[src/adc_port_pkg.sv]
// Shared constants, field layouts and state types of the converter serial control port
`default_nettype none
package adc_port_pkg;

	// ---------------------------------------------------------------
	// Word and register geometry
	// ---------------------------------------------------------------
	localparam int WORD_W = 16;
	localparam int DATA_W = 14;
	localparam int RES_W = 12;
	localparam int CAL_REGS = 10;
	localparam int BC_W = $clog2(WORD_W + 1);
	localparam int PTR_W = $clog2(CAL_REGS);
	localparam int TICK_W = 16;

	// ---------------------------------------------------------------
	// Write address, read select, calibration select and power management codes
	// ---------------------------------------------------------------
	localparam logic [1:0] ADDR_NONE = 2'h0;
	localparam logic [1:0] ADDR_TEST = 2'h1;
	localparam logic [1:0] ADDR_CAL = 2'h2;
	localparam logic [1:0] ADDR_CTRL = 2'h3;
	localparam logic [1:0] RD_RESULT = 2'h0;
	localparam logic [1:0] RD_TEST = 2'h1;
	localparam logic [1:0] RD_CAL = 2'h2;
	localparam logic [1:0] RD_STATUS = 2'h3;
	localparam logic [1:0] CALSEL_FULL = 2'h0;
	localparam logic [1:0] PMGT_NORMAL = 2'h0;
	localparam logic [1:0] PMGT_FULL_DOWN = 2'h1;
	localparam logic [1:0] PMGT_AUTO_DOWN = 2'h2;

	// ---------------------------------------------------------------
	// Serial mode pin codes {select_b, select_a}
	// ---------------------------------------------------------------
	localparam logic [1:0] SM_SELF_FOUT = 2'h0;
	localparam logic [1:0] SM_SELF_FIN = 2'h1;
	localparam logic [1:0] SM_EXT_BIDIR = 2'h2;
	localparam logic [1:0] SM_EXT = 2'h3;

	// ---------------------------------------------------------------
	// Default tick counts, in master clock rising edges; serial clock half period in system clock cycles
	// ---------------------------------------------------------------
	localparam int CONV_TICKS_DEF = 18;
	localparam int CAL_FULL_TICKS_DEF = 3000;
	localparam int CAL_PART_TICKS_DEF = 200;
	localparam int SCLK_HALF_DEF = 4;

	// ---------------------------------------------------------------
	// Field layouts
	// ---------------------------------------------------------------
	typedef struct packed {
		logic [3:0] zero;
		logic [1:0] pmgt;
		logic [1:0] rdslt;
		logic bidir;
		logic soft_conv;
		logic cal_mode;
		logic [1:0] cal_sel;
		logic start_cal;
	} ctrl_t;
	localparam ctrl_t CTRL_RESET = '0;

	typedef struct packed {
		logic [6:0] spare;
		logic [1:0] pmgt;
		logic [1:0] rdslt;
		logic cal_done;
		logic converting;
		logic busy;
	} status_t;

	typedef struct packed {
		logic [1:0] addr;
		logic [DATA_W-1:0] data;
	} wr_word_t;

	typedef struct packed {
		logic sleep_n;
		logic mode_b;
		logic mode_a;
		logic idle_high;
		logic master_clk;
		logic conv_trig;
		logic cal_n;
		logic din;
		logic frame_n;
		logic sclk;
	} pins_t;
	localparam int PIN_W = $bits(pins_t);
	localparam pins_t PINS_RESET = '{sleep_n: 1'h1, cal_n: 1'h1, frame_n: 1'h1, conv_trig: 1'h1,
		default: 1'h0};

	typedef struct packed {
		logic self_clk;
		logic frame_out;
		logic bidir_ok;
	} ser_cfg_t;

	// ---------------------------------------------------------------
	// State encodings
	// ---------------------------------------------------------------
	typedef enum logic [3:0] {
		MODE_SELF_FOUT = 4'h1,
		MODE_SELF_FIN = 4'h2,
		MODE_EXT_BIDIR = 4'h4,
		MODE_EXT = 4'h8
	} ser_mode_t;
	typedef enum logic [1:0] {SER_IDLE = 2'h1, SER_RUN = 2'h2} ser_st_t;
	typedef enum logic [2:0] {CV_IDLE = 3'h1, CV_CONV = 3'h2, CV_CAL = 3'h4} cv_st_t;

endpackage : adc_port_pkg
`default_nettype wire

[src/pin_sync.sv]
// Two-flop synchroniser with edge detection for a group of pins
`default_nettype none
module pin_sync #(
	parameter int W = 1,
	parameter logic [W-1:0] RST_VAL = '0
) (
	// Clock and reset
	input wire logic i_sys_clk,
	input wire logic i_sys_rst,
	// Pins
	input wire logic [W-1:0] i_async,
	// Synchronised level and edges
	output logic [W-1:0] o_level,
	output logic [W-1:0] o_rise,
	output logic [W-1:0] o_fall
);
	genvar g;
	generate
		for (g = 0; g < W; g++) begin : g_bit
			logic meta_r, meta_nxt, sync_r, sync_nxt, hist_r, hist_nxt;
			always_comb begin
				meta_nxt = i_async[g];
				sync_nxt = meta_r;
				hist_nxt = sync_r;
			end
			always_ff @(posedge i_sys_clk) begin
				if (i_sys_rst) begin
					meta_r <= RST_VAL[g];
					sync_r <= RST_VAL[g];
					hist_r <= RST_VAL[g];
				end else begin
					meta_r <= meta_nxt;
					sync_r <= sync_nxt;
					hist_r <= hist_nxt;
				end
			end
			// Edges look only at the second stage and its history
			assign o_level[g] = sync_r;
			assign o_rise[g] = sync_r & ~hist_r;
			assign o_fall[g] = ~sync_r & hist_r;
		end
	endgenerate
endmodule : pin_sync
`default_nettype wire

[src/adc_serial_control_port.sv]
// Serial control port and conversion/calibration sequencer of a sampling converter
// ---------------------------------------------------------------
// ---------------------------------------------------------------
`default_nettype none
module adc_serial_control_port import adc_port_pkg::*; #(
	parameter int CONV_TICKS = CONV_TICKS_DEF,
	parameter int CAL_FULL_TICKS = CAL_FULL_TICKS_DEF,
	parameter int CAL_PART_TICKS = CAL_PART_TICKS_DEF,
	parameter int SCLK_HALF = SCLK_HALF_DEF
) (
	// Clock and reset
	input wire logic i_sys_clk,
	input wire logic i_sys_rst,
	// Mode and control pins
	input wire logic i_serial_mode_select_a,
	input wire logic i_serial_mode_select_b,
	input wire logic i_sclk_idle_high,
	input wire logic i_calibrate_n,
	input wire logic i_conversion_trigger_pin,
	input wire logic i_master_clock_in,
	input wire logic i_sleep_n,
	// Serial clock pin
	input wire logic i_sclk,
	output logic o_sclk,
	output logic o_sclk_oe,
	// Frame pin
	input wire logic i_frame_n,
	output logic o_frame_n,
	output logic o_frame_oe,
	// Data pins
	input wire logic i_din,
	output logic o_din,
	output logic o_din_oe,
	output logic o_dout,
	// Converter core
	input wire logic [RES_W-1:0] i_conv_result,
	output logic o_hold,
	output logic o_busy,
	output logic o_cal_run,
	output logic o_power_down
);

	// ---------------------------------------------------------------
	// Parameter checks
	// ---------------------------------------------------------------
	if (CONV_TICKS < 1 || CAL_FULL_TICKS < 1 || CAL_PART_TICKS < 1 || SCLK_HALF < 1 ||
			CAL_FULL_TICKS > (1 << TICK_W) || CAL_PART_TICKS > (1 << TICK_W) ||
			CONV_TICKS > (1 << TICK_W) || SCLK_HALF > (1 << TICK_W)) begin : g_bad_param
		$error("adc_serial_control_port: tick counts out of range");
	end

	// ---------------------------------------------------------------
	// Pin synchronisers
	// ---------------------------------------------------------------
	pins_t pin_raw, pin_lvl, pin_rise, pin_fall;
	assign pin_raw = '{sleep_n: i_sleep_n, mode_b: i_serial_mode_select_b,
		mode_a: i_serial_mode_select_a, idle_high: i_sclk_idle_high,
		master_clk: i_master_clock_in, conv_trig: i_conversion_trigger_pin,
		cal_n: i_calibrate_n, din: i_din, frame_n: i_frame_n, sclk: i_sclk};

	// Calibration pin history resets high so a tied-high pin gives no rise
	pin_sync #(.W(PIN_W), .RST_VAL(PINS_RESET)) u_pin_sync (
		.i_sys_clk(i_sys_clk),
		.i_sys_rst(i_sys_rst),
		.i_async(pin_raw),
		.o_level(pin_lvl),
		.o_rise(pin_rise),
		.o_fall(pin_fall)
	);

	// ---------------------------------------------------------------
	// Mode decode
	// ---------------------------------------------------------------
	ser_mode_t mode;
	ser_cfg_t cfg;
	always_comb begin
		unique case ({pin_lvl.mode_b, pin_lvl.mode_a})
			SM_SELF_FOUT: mode = MODE_SELF_FOUT;
			SM_SELF_FIN: mode = MODE_SELF_FIN;
			SM_EXT_BIDIR: mode = MODE_EXT_BIDIR;
			SM_EXT: mode = MODE_EXT;
		endcase
		cfg.self_clk = (mode == MODE_SELF_FOUT) || (mode == MODE_SELF_FIN);
		cfg.frame_out = (mode == MODE_SELF_FOUT);
		cfg.bidir_ok = (mode == MODE_EXT_BIDIR);
	end

	// ---------------------------------------------------------------
	// State declarations
	// ---------------------------------------------------------------
	ser_st_t ser_r, ser_nxt;
	logic [BC_W-1:0] bitcnt_r, bitcnt_nxt;
	logic [WORD_W-2:0] shin_r, shin_nxt;
	logic [WORD_W-1:0] shout_r, shout_nxt;
	logic bidir_frame_r, bidir_frame_nxt;
	logic [TICK_W-1:0] div_r, div_nxt;
	logic sclk_gen_r, sclk_gen_nxt;
	logic frame_out_r, frame_out_nxt;
	logic rdy_pend_r, rdy_pend_nxt;
	ctrl_t ctrl_r, ctrl_nxt;
	logic [DATA_W-1:0] test_r, test_nxt;
	logic [DATA_W-1:0] cal_r [CAL_REGS];
	logic [DATA_W-1:0] cal_nxt [CAL_REGS];
	logic [PTR_W-1:0] ptr_r, ptr_nxt;
	cv_st_t cv_r, cv_nxt;
	logic [TICK_W-1:0] tick_r, tick_nxt;
	logic cal_full_r, cal_full_nxt;
	logic cal_done_r, cal_done_nxt;
	logic [RES_W-1:0] result_r, result_nxt;

	logic running, toggle, lead, trail, start, stop, wr_pulse, conv_done;
	wr_word_t wr_word;
	ctrl_t wr_ctrl;
	status_t status;
	logic [WORD_W-1:0] rd_word;

	// ---------------------------------------------------------------
	// Serial engine
	// ---------------------------------------------------------------
	assign running = (ser_r == SER_RUN);
	assign toggle = running && cfg.self_clk && (div_r == TICK_W'(SCLK_HALF - 1));

	always_comb begin
		// Leading edge leaves the idle level, trailing edge returns to it
		if (cfg.self_clk) begin
			lead = toggle && (sclk_gen_r == pin_lvl.idle_high);
			trail = toggle && (sclk_gen_r != pin_lvl.idle_high);
		end else begin
			lead = running && (pin_lvl.idle_high ? pin_fall.sclk : pin_rise.sclk);
			trail = running && (pin_lvl.idle_high ? pin_rise.sclk : pin_fall.sclk);
		end
		if (cfg.frame_out) begin
			start = !running && rdy_pend_r;
		end else begin
			start = !running && pin_fall.frame_n;
		end
		stop = running && ((cfg.self_clk && trail && bitcnt_r == BC_W'(WORD_W)) ||
			(!cfg.frame_out && pin_rise.frame_n));
		wr_pulse = lead && !bidir_frame_r && (bitcnt_r == BC_W'(WORD_W - 1));
		wr_word = {shin_r, pin_lvl.din};
		wr_ctrl = ctrl_t'(wr_word.data);
	end

	always_comb begin
		ser_nxt = ser_r;
		bitcnt_nxt = bitcnt_r;
		shin_nxt = shin_r;
		shout_nxt = shout_r;
		bidir_frame_nxt = bidir_frame_r;
		div_nxt = '0;
		sclk_gen_nxt = pin_lvl.idle_high;
		frame_out_nxt = 1'h1;
		rdy_pend_nxt = rdy_pend_r;
		if (start) begin
			ser_nxt = SER_RUN;
			bitcnt_nxt = '0;
			shin_nxt = '0;
			shout_nxt = rd_word;
			bidir_frame_nxt = cfg.bidir_ok && ctrl_r.bidir;
			rdy_pend_nxt = 1'h0;
			frame_out_nxt = 1'h0;
		end else if (running) begin
			frame_out_nxt = 1'h0;
			sclk_gen_nxt = toggle ? ~sclk_gen_r : sclk_gen_r;
			div_nxt = toggle ? '0 : div_r + TICK_W'(1);
			if (lead && bitcnt_r != BC_W'(WORD_W)) begin
				shin_nxt = wr_word[WORD_W-2:0];
				bitcnt_nxt = bitcnt_r + BC_W'(1);
			end
			if (trail) begin
				shout_nxt = {shout_r[WORD_W-2:0], 1'h0};
			end
			if (stop) begin
				ser_nxt = SER_IDLE;
				bitcnt_nxt = '0;
				bidir_frame_nxt = 1'h0;
				frame_out_nxt = 1'h1;
				sclk_gen_nxt = pin_lvl.idle_high;
			end
		end
		// A new result arriving with the frame start is kept for the next frame
		if (conv_done) begin
			rdy_pend_nxt = 1'h1;
		end
	end

	always_ff @(posedge i_sys_clk) begin
		if (i_sys_rst) begin
			ser_r <= SER_IDLE;
			bitcnt_r <= '0;
			shin_r <= '0;
			shout_r <= '0;
			bidir_frame_r <= 1'h0;
			div_r <= '0;
			sclk_gen_r <= 1'h0;
			frame_out_r <= 1'h1;
			rdy_pend_r <= 1'h0;
		end else begin
			ser_r <= ser_nxt;
			bitcnt_r <= bitcnt_nxt;
			shin_r <= shin_nxt;
			shout_r <= shout_nxt;
			bidir_frame_r <= bidir_frame_nxt;
			div_r <= div_nxt;
			sclk_gen_r <= sclk_gen_nxt;
			frame_out_r <= frame_out_nxt;
			rdy_pend_r <= rdy_pend_nxt;
		end
	end

	assign o_sclk = sclk_gen_r;
	assign o_sclk_oe = cfg.self_clk;
	assign o_frame_n = frame_out_r;
	assign o_frame_oe = cfg.frame_out;
	assign o_dout = shout_r[WORD_W-1];
	assign o_din = shout_r[WORD_W-1];
	// Driver only inside a bidirectional frame, dropped at the frame end
	assign o_din_oe = running && bidir_frame_r;

	// ---------------------------------------------------------------
	// Register file
	// ---------------------------------------------------------------
	assign status = '{spare: '0, pmgt: ctrl_r.pmgt, rdslt: ctrl_r.rdslt,
		cal_done: cal_done_r, converting: o_hold, busy: o_busy};

	always_comb begin
		unique case (ctrl_r.rdslt)
			RD_RESULT: rd_word = WORD_W'(result_r);
			RD_TEST: rd_word = WORD_W'(test_r);
			RD_CAL: rd_word = WORD_W'(cal_r[ptr_r]);
			RD_STATUS: rd_word = WORD_W'(status);
		endcase
	end

	always_comb begin
		ctrl_nxt = ctrl_r;
		test_nxt = test_r;
		cal_nxt = cal_r;
		ptr_nxt = ptr_r;
		if (start) begin
			// Bidirectional mode lasts one frame; writes are ignored inside it
			ctrl_nxt.bidir = 1'h0;
			if (ctrl_r.rdslt == RD_CAL) begin
				ptr_nxt = (ptr_r == PTR_W'(CAL_REGS - 1)) ? '0 : ptr_r + PTR_W'(1);
			end
		end
		if (wr_pulse) begin
			unique case (wr_word.addr)
				ADDR_NONE: ;
				ADDR_TEST: test_nxt = wr_word.data;
				ADDR_CAL: begin
					cal_nxt[ptr_r] = wr_word.data;
					ptr_nxt = (ptr_r == PTR_W'(CAL_REGS - 1)) ? '0 : ptr_r + PTR_W'(1);
				end
				ADDR_CTRL: begin
					ctrl_nxt = wr_ctrl;
					ptr_nxt = '0;
				end
			endcase
		end
	end

	always_ff @(posedge i_sys_clk) begin
		if (i_sys_rst) begin
			ctrl_r <= CTRL_RESET;
			test_r <= '0;
			cal_r <= '{default: '0};
			ptr_r <= '0;
		end else begin
			ctrl_r <= ctrl_nxt;
			test_r <= test_nxt;
			cal_r <= cal_nxt;
			ptr_r <= ptr_nxt;
		end
	end

	// ---------------------------------------------------------------
	// Conversion and calibration sequencer
	// ---------------------------------------------------------------
	logic tick, cal_req, conv_req, wr_is_ctrl, full_down;
	always_comb begin
		tick = pin_rise.master_clk;
		wr_is_ctrl = wr_pulse && (wr_word.addr == ADDR_CTRL);
		full_down = (ctrl_r.pmgt == PMGT_FULL_DOWN);
		cal_req = pin_rise.cal_n || (wr_is_ctrl && wr_ctrl.start_cal);
		conv_req = !full_down && (pin_rise.conv_trig || (wr_is_ctrl && wr_ctrl.soft_conv));
	end

	always_comb begin
		cv_nxt = cv_r;
		tick_nxt = tick_r;
		cal_full_nxt = cal_full_r;
		cal_done_nxt = cal_done_r;
		result_nxt = result_r;
		conv_done = 1'h0;
		if (!pin_lvl.cal_n) begin
			cv_nxt = CV_IDLE;
			tick_nxt = '0;
			cal_done_nxt = 1'h0;
		end else if (cal_req) begin
			cv_nxt = CV_CAL;
			tick_nxt = '0;
			cal_done_nxt = 1'h0;
			cal_full_nxt = pin_rise.cal_n || (wr_ctrl.cal_sel == CALSEL_FULL);
		end else begin
			unique case (cv_r)
				CV_IDLE: begin
					if (conv_req) begin
						cv_nxt = CV_CONV;
						tick_nxt = '0;
					end
				end
				CV_CONV: begin
					if (tick && tick_r == TICK_W'(CONV_TICKS - 1)) begin
						cv_nxt = CV_IDLE;
						result_nxt = i_conv_result;
						conv_done = 1'h1;
					end else if (tick) begin
						tick_nxt = tick_r + TICK_W'(1);
					end
				end
				CV_CAL: begin
					if (tick && tick_r == TICK_W'((cal_full_r ? CAL_FULL_TICKS :
							CAL_PART_TICKS) - 1)) begin
						cv_nxt = CV_IDLE;
						cal_done_nxt = 1'h1;
					end else if (tick) begin
						tick_nxt = tick_r + TICK_W'(1);
					end
				end
			endcase
		end
	end

	always_ff @(posedge i_sys_clk) begin
		if (i_sys_rst) begin
			cv_r <= CV_IDLE;
			tick_r <= '0;
			cal_full_r <= 1'h1;
			cal_done_r <= 1'h0;
			result_r <= '0;
		end else begin
			cv_r <= cv_nxt;
			tick_r <= tick_nxt;
			cal_full_r <= cal_full_nxt;
			cal_done_r <= cal_done_nxt;
			result_r <= result_nxt;
		end
	end

	assign o_busy = (cv_r != CV_IDLE);
	assign o_hold = (cv_r == CV_CONV);
	assign o_cal_run = (cv_r == CV_CAL);
	// Sleep pin works with no write at all; never powers down mid-sequence
	assign o_power_down = !o_busy && (!pin_lvl.sleep_n || full_down ||
		(ctrl_r.pmgt == PMGT_AUTO_DOWN));

endmodule : adc_serial_control_port
`default_nettype wire

[config.mk]
export PLATFORM = sky130hd
export DESIGN_NAME = adc_serial_control_port
export DESIGN_NICKNAME = d
export VERILOG_FILES = /design/src/adc_port_pkg.sv /design/src/pin_sync.sv /design/src/adc_serial_control_port.sv
export SDC_FILE = /design/constraint.sdc
export NUM_CORES = 1
export LEC_CHECK = 0
export ABC_AREA = 1
export BUFFER_PORTS_ARGS = -buffer_cell sky130_fd_sc_hd__clkbuf_2
export CAP_MARGIN = 20
export CORE_MARGIN = 2
export CORE_UTILIZATION = 50
export CTS_BUF_LIST = sky130_fd_sc_hd__clkbuf_8
export DETAILED_ROUTE_END_ITERATION = 10
export PLACE_DENSITY = 0.66
export SETUP_SLACK_MARGIN = 0.2
export SLEW_MARGIN = 20
export SYNTH_ARGS = -nofsm -noshare
export SYNTH_HDL_FRONTEND = slang
export SYNTH_HIERARCHICAL = 1
export SYNTH_SLANG_ARGS = --single-unit
[constraint.sdc]
create_clock -name i_sys_clk -period 3.95 [get_ports i_sys_clk]
set_input_delay 0.79 -clock i_sys_clk [delete_from_list [all_inputs] [get_ports i_sys_clk]]
set_output_delay 0.79 -clock i_sys_clk [all_outputs]
set_load 0.005 [all_outputs]
==> impl.org, run 1 <==
** GRT
- GRT Resource Usage Total :: 26.4%
- The first global-routing pass estimated 55,300 um of wire.
- The initial antenna violation count came to 0.
- Number of global-route vias before repair :: 10.2k
- Entering global routing, the biggest net connects 62 pins.
- The total overflow left after global routing is 0.

** Setup path
- The worst setup path is launched from a register.
- The worst setup path is captured at a register.
- Data required time of the critical path :: 4370 ps
- Worst setup path class :: reg -> reg
- FF-to-FF setup slack :: 1000 ps
- Data arrival time at the worst-slack endpoint :: 3370 ps
- In this run the worst path has a maximum fanout of 14.

** STA
- Fin Setup TNS :: 0 ps
- Count of pins over their slew limit :: 0
- Setup violations remaining at the end of the flow were counted as 0.
- Setup slack on the critical path of the routed design comes to 1000 ps.
- Transition time at the pin with the least slew margin :: 927 ps
- Number of hold violations in the final report :: 0
- Measured against its own limit, the worst slew margin works out to 38.1%.
- Across the routed clock network, the largest skew measured is 33.4 ps.
- Unrepaired setup endpoints after global routing :: false
- Static timing analysis puts the maximum clock frequency at 339 MHz.
- Share of the clock period used by the worst path after layout :: 74.6%
- After layout, the minimum clock period comes to 2950 ps.

** Route
- Summed over all layers, the routed wires come to 35,100 um.
- The routed layout has 11.2k vias.
- For this block, the initial DRC count from the detailed router was 1,181.
- Via count normalized by instance count :: 5.45
- The first detailed-routing pass ran for 5 iterations.
- ANT nets after route :: 0
- After detailed routing, the number of remaining DRC violations is 0.
- Wire length per cell :: 17.1 um

** Place
- The congestion estimate from routability-driven global placement came to 0.965.
- Worst Setup Slack post-DPL :: 1070 ps
- Summed over all nets, the half-perimeter wirelength after detailed placement is 23,500 um.
- Count of input and output buffers :: 34

** Run
- Across the run, the number of max-cap violations was 0.

** Clocking
- Counting along the longest clock path gives a buffer depth of 3.
- TritonCTS built the clock tree.
- Clock transition at the registers of the reported paths :: 60 ps
- Clock latency on the worst-skew pair :: 570 ps
- The clock net in this run drives a total of 279 sinks.
- Resize count post-CTS :: 0
- The clock tree synthesis step divided the H-tree into 2 levels.
- Post-cts hold buffer count :: 0
- Clock tree synthesis inserted a total of 48 buffers.
- Root Driver :: sky130_fd_sc_hd__clkbuf_8
- Setup bufs post-CTS :: 0

** Die
- Pin placement for this block handled 35 I/O pins.
- The initial utilization of the core area, before any placement, comes to 50.5%.
- DIE AREA :: 26,500 sq um
- The region available for standard cell placement spans 25,000 sq um.
- The die is 163 um tall.
- Row generation in the floorplan step produced 58 rows.
- Die boundary width :: 163 um

** Finish
- From synthesis to final layout, the design area changed by 8.35%.
- Final core utilization :: 54.7%
- The post-route netlist has 13.1% of its cells at a drive strength greater than 1.
- In the final design database the tool counted 1,720 nets.
- Antenna cells :: 0

** Power
- VDD IR-drop max :: 0.279 mV
- Power Density :: 411 nW/um^2
- In this run the static leakage power is 5.08 nW.

** Logic synthesis
- The average instance in the mapped netlist occupies 7.42 sq um.
- Cell area after technology mapping :: 12,600 sq um
- During synthesis, Yosys emitted a total of 6 warnings.
- Synthesis produced a netlist with a net count of 1,727.
- Counting every instance in the synthesized netlist gives 1,697.

** Outcome
- Run status :: finished, final reports clean

** Min path
- HP Class :: reg -> reg
-- report_power, final --
group / leakage (nW) / switching (mW) / internal (mW)
Clock: 0.548 / 1.17 / 1.42
Sequential: 2.25 / 0.0136 / 2.83
Combinational: 2.28 / 0.126 / 0.0427
Total: 5.08 / 1.31 / 4.30
-- per-stage QoR --
| step | hold WS (ps) | instances | instance area (sq um) | power [mW] |
|---|---|---|---|---|
| floorplan | 387 | 1697 | 12600 | 3.03 |
| global placement | 391 | 1970 | 12700 | 3.08 |
| detailed placement | 398 | 1970 | 12700 | 3.08 |
| CTS | 383 | 2052 | 13600 | 5.65 |
| global route | 400 | 2052 | 13600 | 5.81 |
| finish | 398 | 2052 | 13600 | 5.61 |
-- flip-flops by register name (all words and copies together) (netlist names), 12 cells and up --
name      flops
shout_r      16
tick_r       16
shin_r       15
cal_r       140
result_r     12
test_r       14
div_r        16
-- cells in the final DEF (no fill, tap or decap), types with 2 or more instances in the layout --
master and instances:
sky130_fd_sc_hd__nand2_1 450, sky130_fd_sc_hd__dfxtp_1 279, sky130_fd_sc_hd__a21oi_1 174, sky130_fd_sc_hd__inv_1 159, sky130_fd_sc_hd__nor2_1 130, sky130_fd_sc_hd__o21ai_0 86
sky130_fd_sc_hd__a21oi_2 60, sky130_fd_sc_hd__clkbuf_8 60, sky130_fd_sc_hd__a22oi_1 52, sky130_fd_sc_hd__nand3_1 48, sky130_fd_sc_hd__clkbuf_2 33, sky130_fd_sc_hd__nand4_1 32
sky130_fd_sc_hd__inv_2 17, sky130_fd_sc_hd__nor3_1 16, sky130_fd_sc_hd__xor2_1 16, sky130_fd_sc_hd__buf_4 14, sky130_fd_sc_hd__nor2_2 10, sky130_fd_sc_hd__nor4_1 6
sky130_fd_sc_hd__nor3_4 6, sky130_fd_sc_hd__ha_1 6, sky130_fd_sc_hd__clkinv_2 6, sky130_fd_sc_hd__a221oi_1 5, sky130_fd_sc_hd__o2111ai_1 5, sky130_fd_sc_hd__o211ai_1 5
sky130_fd_sc_hd__nand2_2 5, sky130_fd_sc_hd__a31oi_1 4, sky130_fd_sc_hd__nor3b_1 4, sky130_fd_sc_hd__o221ai_1 3, sky130_fd_sc_hd__nor2_4 3, sky130_fd_sc_hd__clkinv_1 2
sky130_fd_sc_hd__nand2_4 2, sky130_fd_sc_hd__o21ai_1 2, sky130_fd_sc_hd__xnor2_1 2, sky130_fd_sc_hd__inv_6 2, sky130_fd_sc_hd__o21a_1 2, sky130_fd_sc_hd__o31ai_1 2
-- worst paths after layout --
path | from | depth (start not counted) | to
max | u_pin_sync/g_bit[8].hist_nxt | 8 | shout_r[13]
min | u_pin_sync/g_bit[3].meta_r | 2 | u_pin_sync/g_bit[3].hist_nxt
max reg2reg | u_pin_sync/g_bit[8].hist_nxt | 8 | shout_r[13]
min reg2reg | u_pin_sync/g_bit[3].meta_r | 2 | u_pin_sync/g_bit[3].hist_nxt
-- final cells by class --
class / count / area, sq um
well taps: 330 / 413
fillers: 2458 / 11300
flip-flops and latches: 279 / 5590
multi-input cells: 1147 / 5790
clock inverters: 22 / 121
repair buffers: 48 / 282
clock buffers: 60 / 826
inverters: 166 / 631
-- worst max-delay path, cell delays in order (launching register included) --
cell and delay (ps):
sky130_fd_sc_hd__dfxtp_1 390, sky130_fd_sc_hd__nor2_1 250, sky130_fd_sc_hd__mux2_2 380, sky130_fd_sc_hd__nand2_1 410, sky130_fd_sc_hd__inv_1 360, sky130_fd_sc_hd__nor2_2 460, sky130_fd_sc_hd__inv_1 250, sky130_fd_sc_hd__o21ai_0 230
sky130_fd_sc_hd__a41oi_1 60
-- routing by layer --
layer  track usage [%]  part of all wire [%]
met5                 0                     0
met4              8.69                   2.9
met3              3.85                   6.9
met2              42.4                    45
met1              36.6                    45
No activity file was read; power rests on OpenSTA's default activity.
==> inputs of run 2 (changes only) <==
ABC_AREA = 0   (was 1)
clock period = 3 ns   (was 3.95 ns; I/O delays follow)
==> run 2 against run 1 <==
Net effect: routed wire length decreased by 12%; maximum frequency increased by 10%; power increased by 28%; clock skew decreased by 6.1 ps; worst setup slack got worse by 670 ps; utilization increased by 1.7 points.
==> impl.org, run 2 <==
** STA
- Maximum clock rate :: 375 MHz
- Count of pins over their slew limit :: 0
- For the final database, setup skew stands at 27.3 ps.
- The worst path meets setup with 331 ps of slack.
- At the pin with the least slew margin, the transition time is 868 ps.
- The worst path needs 2670 ps of the cycle, external delays included.
- Fin Setup TNS :: 0 ps
- Number of hold violations in the final report :: 0
- Unrepaired setup endpoints after global routing :: true
- Count of endpoints failing setup in the final report :: 0
- Slew margin rel. :: 42.2%
- Of the available clock period, the critical path in the final layout requires 89.0%.

** Route
- Initial DRC count :: 758
- DR DRC count :: 0
- Total iterations of the first detailed-routing run :: 5
- Wire length per cell :: 17.3 um
- ANT nets after route :: 0
- After detailed routing, the number of vias per cell comes to 5.59.
- Detailed routing inserted a total of 9,945 vias.
- Final wirelength :: 30,800 um

** Setup path
- Data required time of the critical path :: 3460 ps
- The endpoint identified for the worst register-to-register timing path is tick_r[4].
- R2R Path Start :: div_r[0]
- Data arrival time at the worst-slack endpoint :: 3130 ps
- Critical path fanouts, max :: 5
- FF-to-FF setup slack :: 330 ps
- STA classifies the critical path startpoint as a register.
- The number of cells on the worst reg-to-reg path is 8.
- STA classifies the critical path endpoint as a register.
- The worst setup path is of the reg -> reg kind.

** Finish
- At the end of the flow, the number of nets in the layout was 1,456.
- Compared with the post-synthesis result, the final layout area differs by 11.3%.
- Final core utilization :: 56.4%
- FILL cells :: 2,201
- In the final layout, the share of cells above drive strength 1 is 14.2%.
- Most frequent standard cell in the layout excluding fill and tap cells :: sky130_fd_sc_hd__nand2_1
- The library cells used most frequently in the layout, excluding fill and tap cells, are 305 x sky130_fd_sc_hd__nand2_1, 276 x sky130_fd_sc_hd__dfxtp_1, 177 x sky130_fd_sc_hd__a21oi_1.
- The register with the most flip-flops in the layout has 140 of them.
- The number of antenna diodes in the final layout is 0.
- Biggest register :: cal_r

** Power
- Power Density :: 527 nW/um^2
- Proportion of power drawn by combinational gates :: 3.2%
- The clock network is responsible for 44.8% of the overall power.
- Net switching is 22.7% of the power.
- The analysis attributes to net switching a power of 1.64 mW.
- VDD IR-drop max :: 0.313 mV
- Cell Int Power :: 5.57 mW
- Share of total power in sequential cells :: 52.0%
- The analysis attributes to cell leakage a power of 4.81 nW.

** Min path
- For hold timing, the worst endpoint is u_pin_sync/g_bit[1].meta_r.
- HP Class :: in -> reg
- The startpoint identified for the worst hold timing path is i_frame_n.
- The worst hold path was traced through 2 stages.

** Die
- Initial core utilization :: 50.7%
- The floorplan step defined a die boundary enclosing 25,800 sq um.
- The die is 161 um tall.
- Pin placement for this block handled 35 I/O pins.
- In this run the horizontal extent of the chip is 161 um.
- Core Area :: 24,200 sq um
- Row generation in the floorplan step produced 57 rows.

** Clocking
- Clock latency on the worst-skew pair, taken at its later pin, is 560 ps.
- The H-tree generated during clock tree synthesis spans 2 levels.
- The clock net in this run drives a total of 279 sinks.
- In this run the deepest clock path goes through 3 buffers.
- The cell sitting at the root of the clock tree is a sky130_fd_sc_hd__clkbuf_8.
- Counting the buffers created by CTS gives 47.
- TritonCTS built the clock tree.
- Clock transition at the registers of the reported paths :: 60 ps

** Run
- Maxcap violations :: 0

** GRT
- After global routing the overflow that remains totals 0.
- Entering global routing, the biggest net connects 103 pins.
- First-pass GRT wire length :: 50,000 um
- Global routing used 23.8% of the available tracks.
- The initial antenna violation count came to 0.
- The via count of the first global-routing pass was 9,480.

** Outcome
- The flow ran to the end, and the final reports show no timing, DRC or antenna violations.

** Place
- Placed wire-length estimate after detailed placement :: 19,400 um
- Routability cong. :: 0.832
- Count of input and output buffers :: 34
- Worst Setup Slack post-DPL :: 182 ps

** Logic synthesis
- The average instance in the mapped netlist occupies 8.69 sq um.
- In the synthesized netlist, the number of instances is 1,414.
- Synthesis produced a netlist with a net count of 1,444.
- Cell area after technology mapping :: 12,300 sq um
- Yosys warning count :: 6
run 2: layer usage:
metal	track usage (%)	wire, um	up-vias
li1	-	-	4931
met1	32.8	14400	4714
met2	38.4	14100	247
met3	4.08	1560	53
met4	7.35	752	0
met5	0	0	-
run 2: repair_timing:
item | in CTS | in global routing
hold buffers | 0 | 0
endpoints found under the setup margin | 6 | 134
gates resized for setup | 0 | 10
setup buffers | 2 | 1
pin swaps | 1 | 3
run 2: power by group through the flow:
stage                     Combinational [mW]  Clock [mW]  Sequential (mW)
final                                  0.232        3.23             3.75
after global routing                   0.253        3.48             3.75
after CTS                              0.229        3.30             3.75
after detailed placement               0.218           0             3.83
after global placement                 0.216           0             3.83
after floorplan                        0.164           0             3.82
run 2: layout make-up:
class	instances	area [sq um]	area share [%]
sequential	279	5590	40.9
timing repair buffer	83	577	4.22
tap	324	405	2.97
clock buffer	56	771	5.64
clock inverter	22	116	0.851
inverter	11	41.3	0.302
multi-input combinational	1004	6170	45.1
run 2: critical path, cell delays in order, from the launching register on:
cell and delay (ps):
sky130_fd_sc_hd__dfxtp_2 380, sky130_fd_sc_hd__ha_4 170, sky130_fd_sc_hd__nor4b_4 270, sky130_fd_sc_hd__nand4_4 170
sky130_fd_sc_hd__o41ai_4 480, sky130_fd_sc_hd__a41oi_4 220, sky130_fd_sc_hd__buf_4 190, sky130_fd_sc_hd__or4_1 510
sky130_fd_sc_hd__a21oi_1 190
run 2: how the worst max path moves through the flow:
stage               depth (start not counted)  slack (ps)         from    endpoint
global route                                9         190  bitcnt_r[0]  tick_r[10]
global placement                            8         300     div_r[0]  tick_r[15]
CTS                                         9         200     div_r[0]   tick_r[2]
detailed placement                          8         180     div_r[0]  tick_r[12]
finish                                      8         330     div_r[0]   tick_r[4]
floorplan                                   8         510     div_r[0]   tick_r[6]
run 2: stage by stage:
step	std cells	total power, mW	area [sq um]	hold WS [ps]
after floorplan	1414	3.98	12300	383
after global placement	1698	4.04	12700	391
after detailed placement	1698	4.04	12700	389
after CTS	1778	7.27	13600	193
after global routing	1779	7.48	13700	202
final	1779	7.21	13700	219
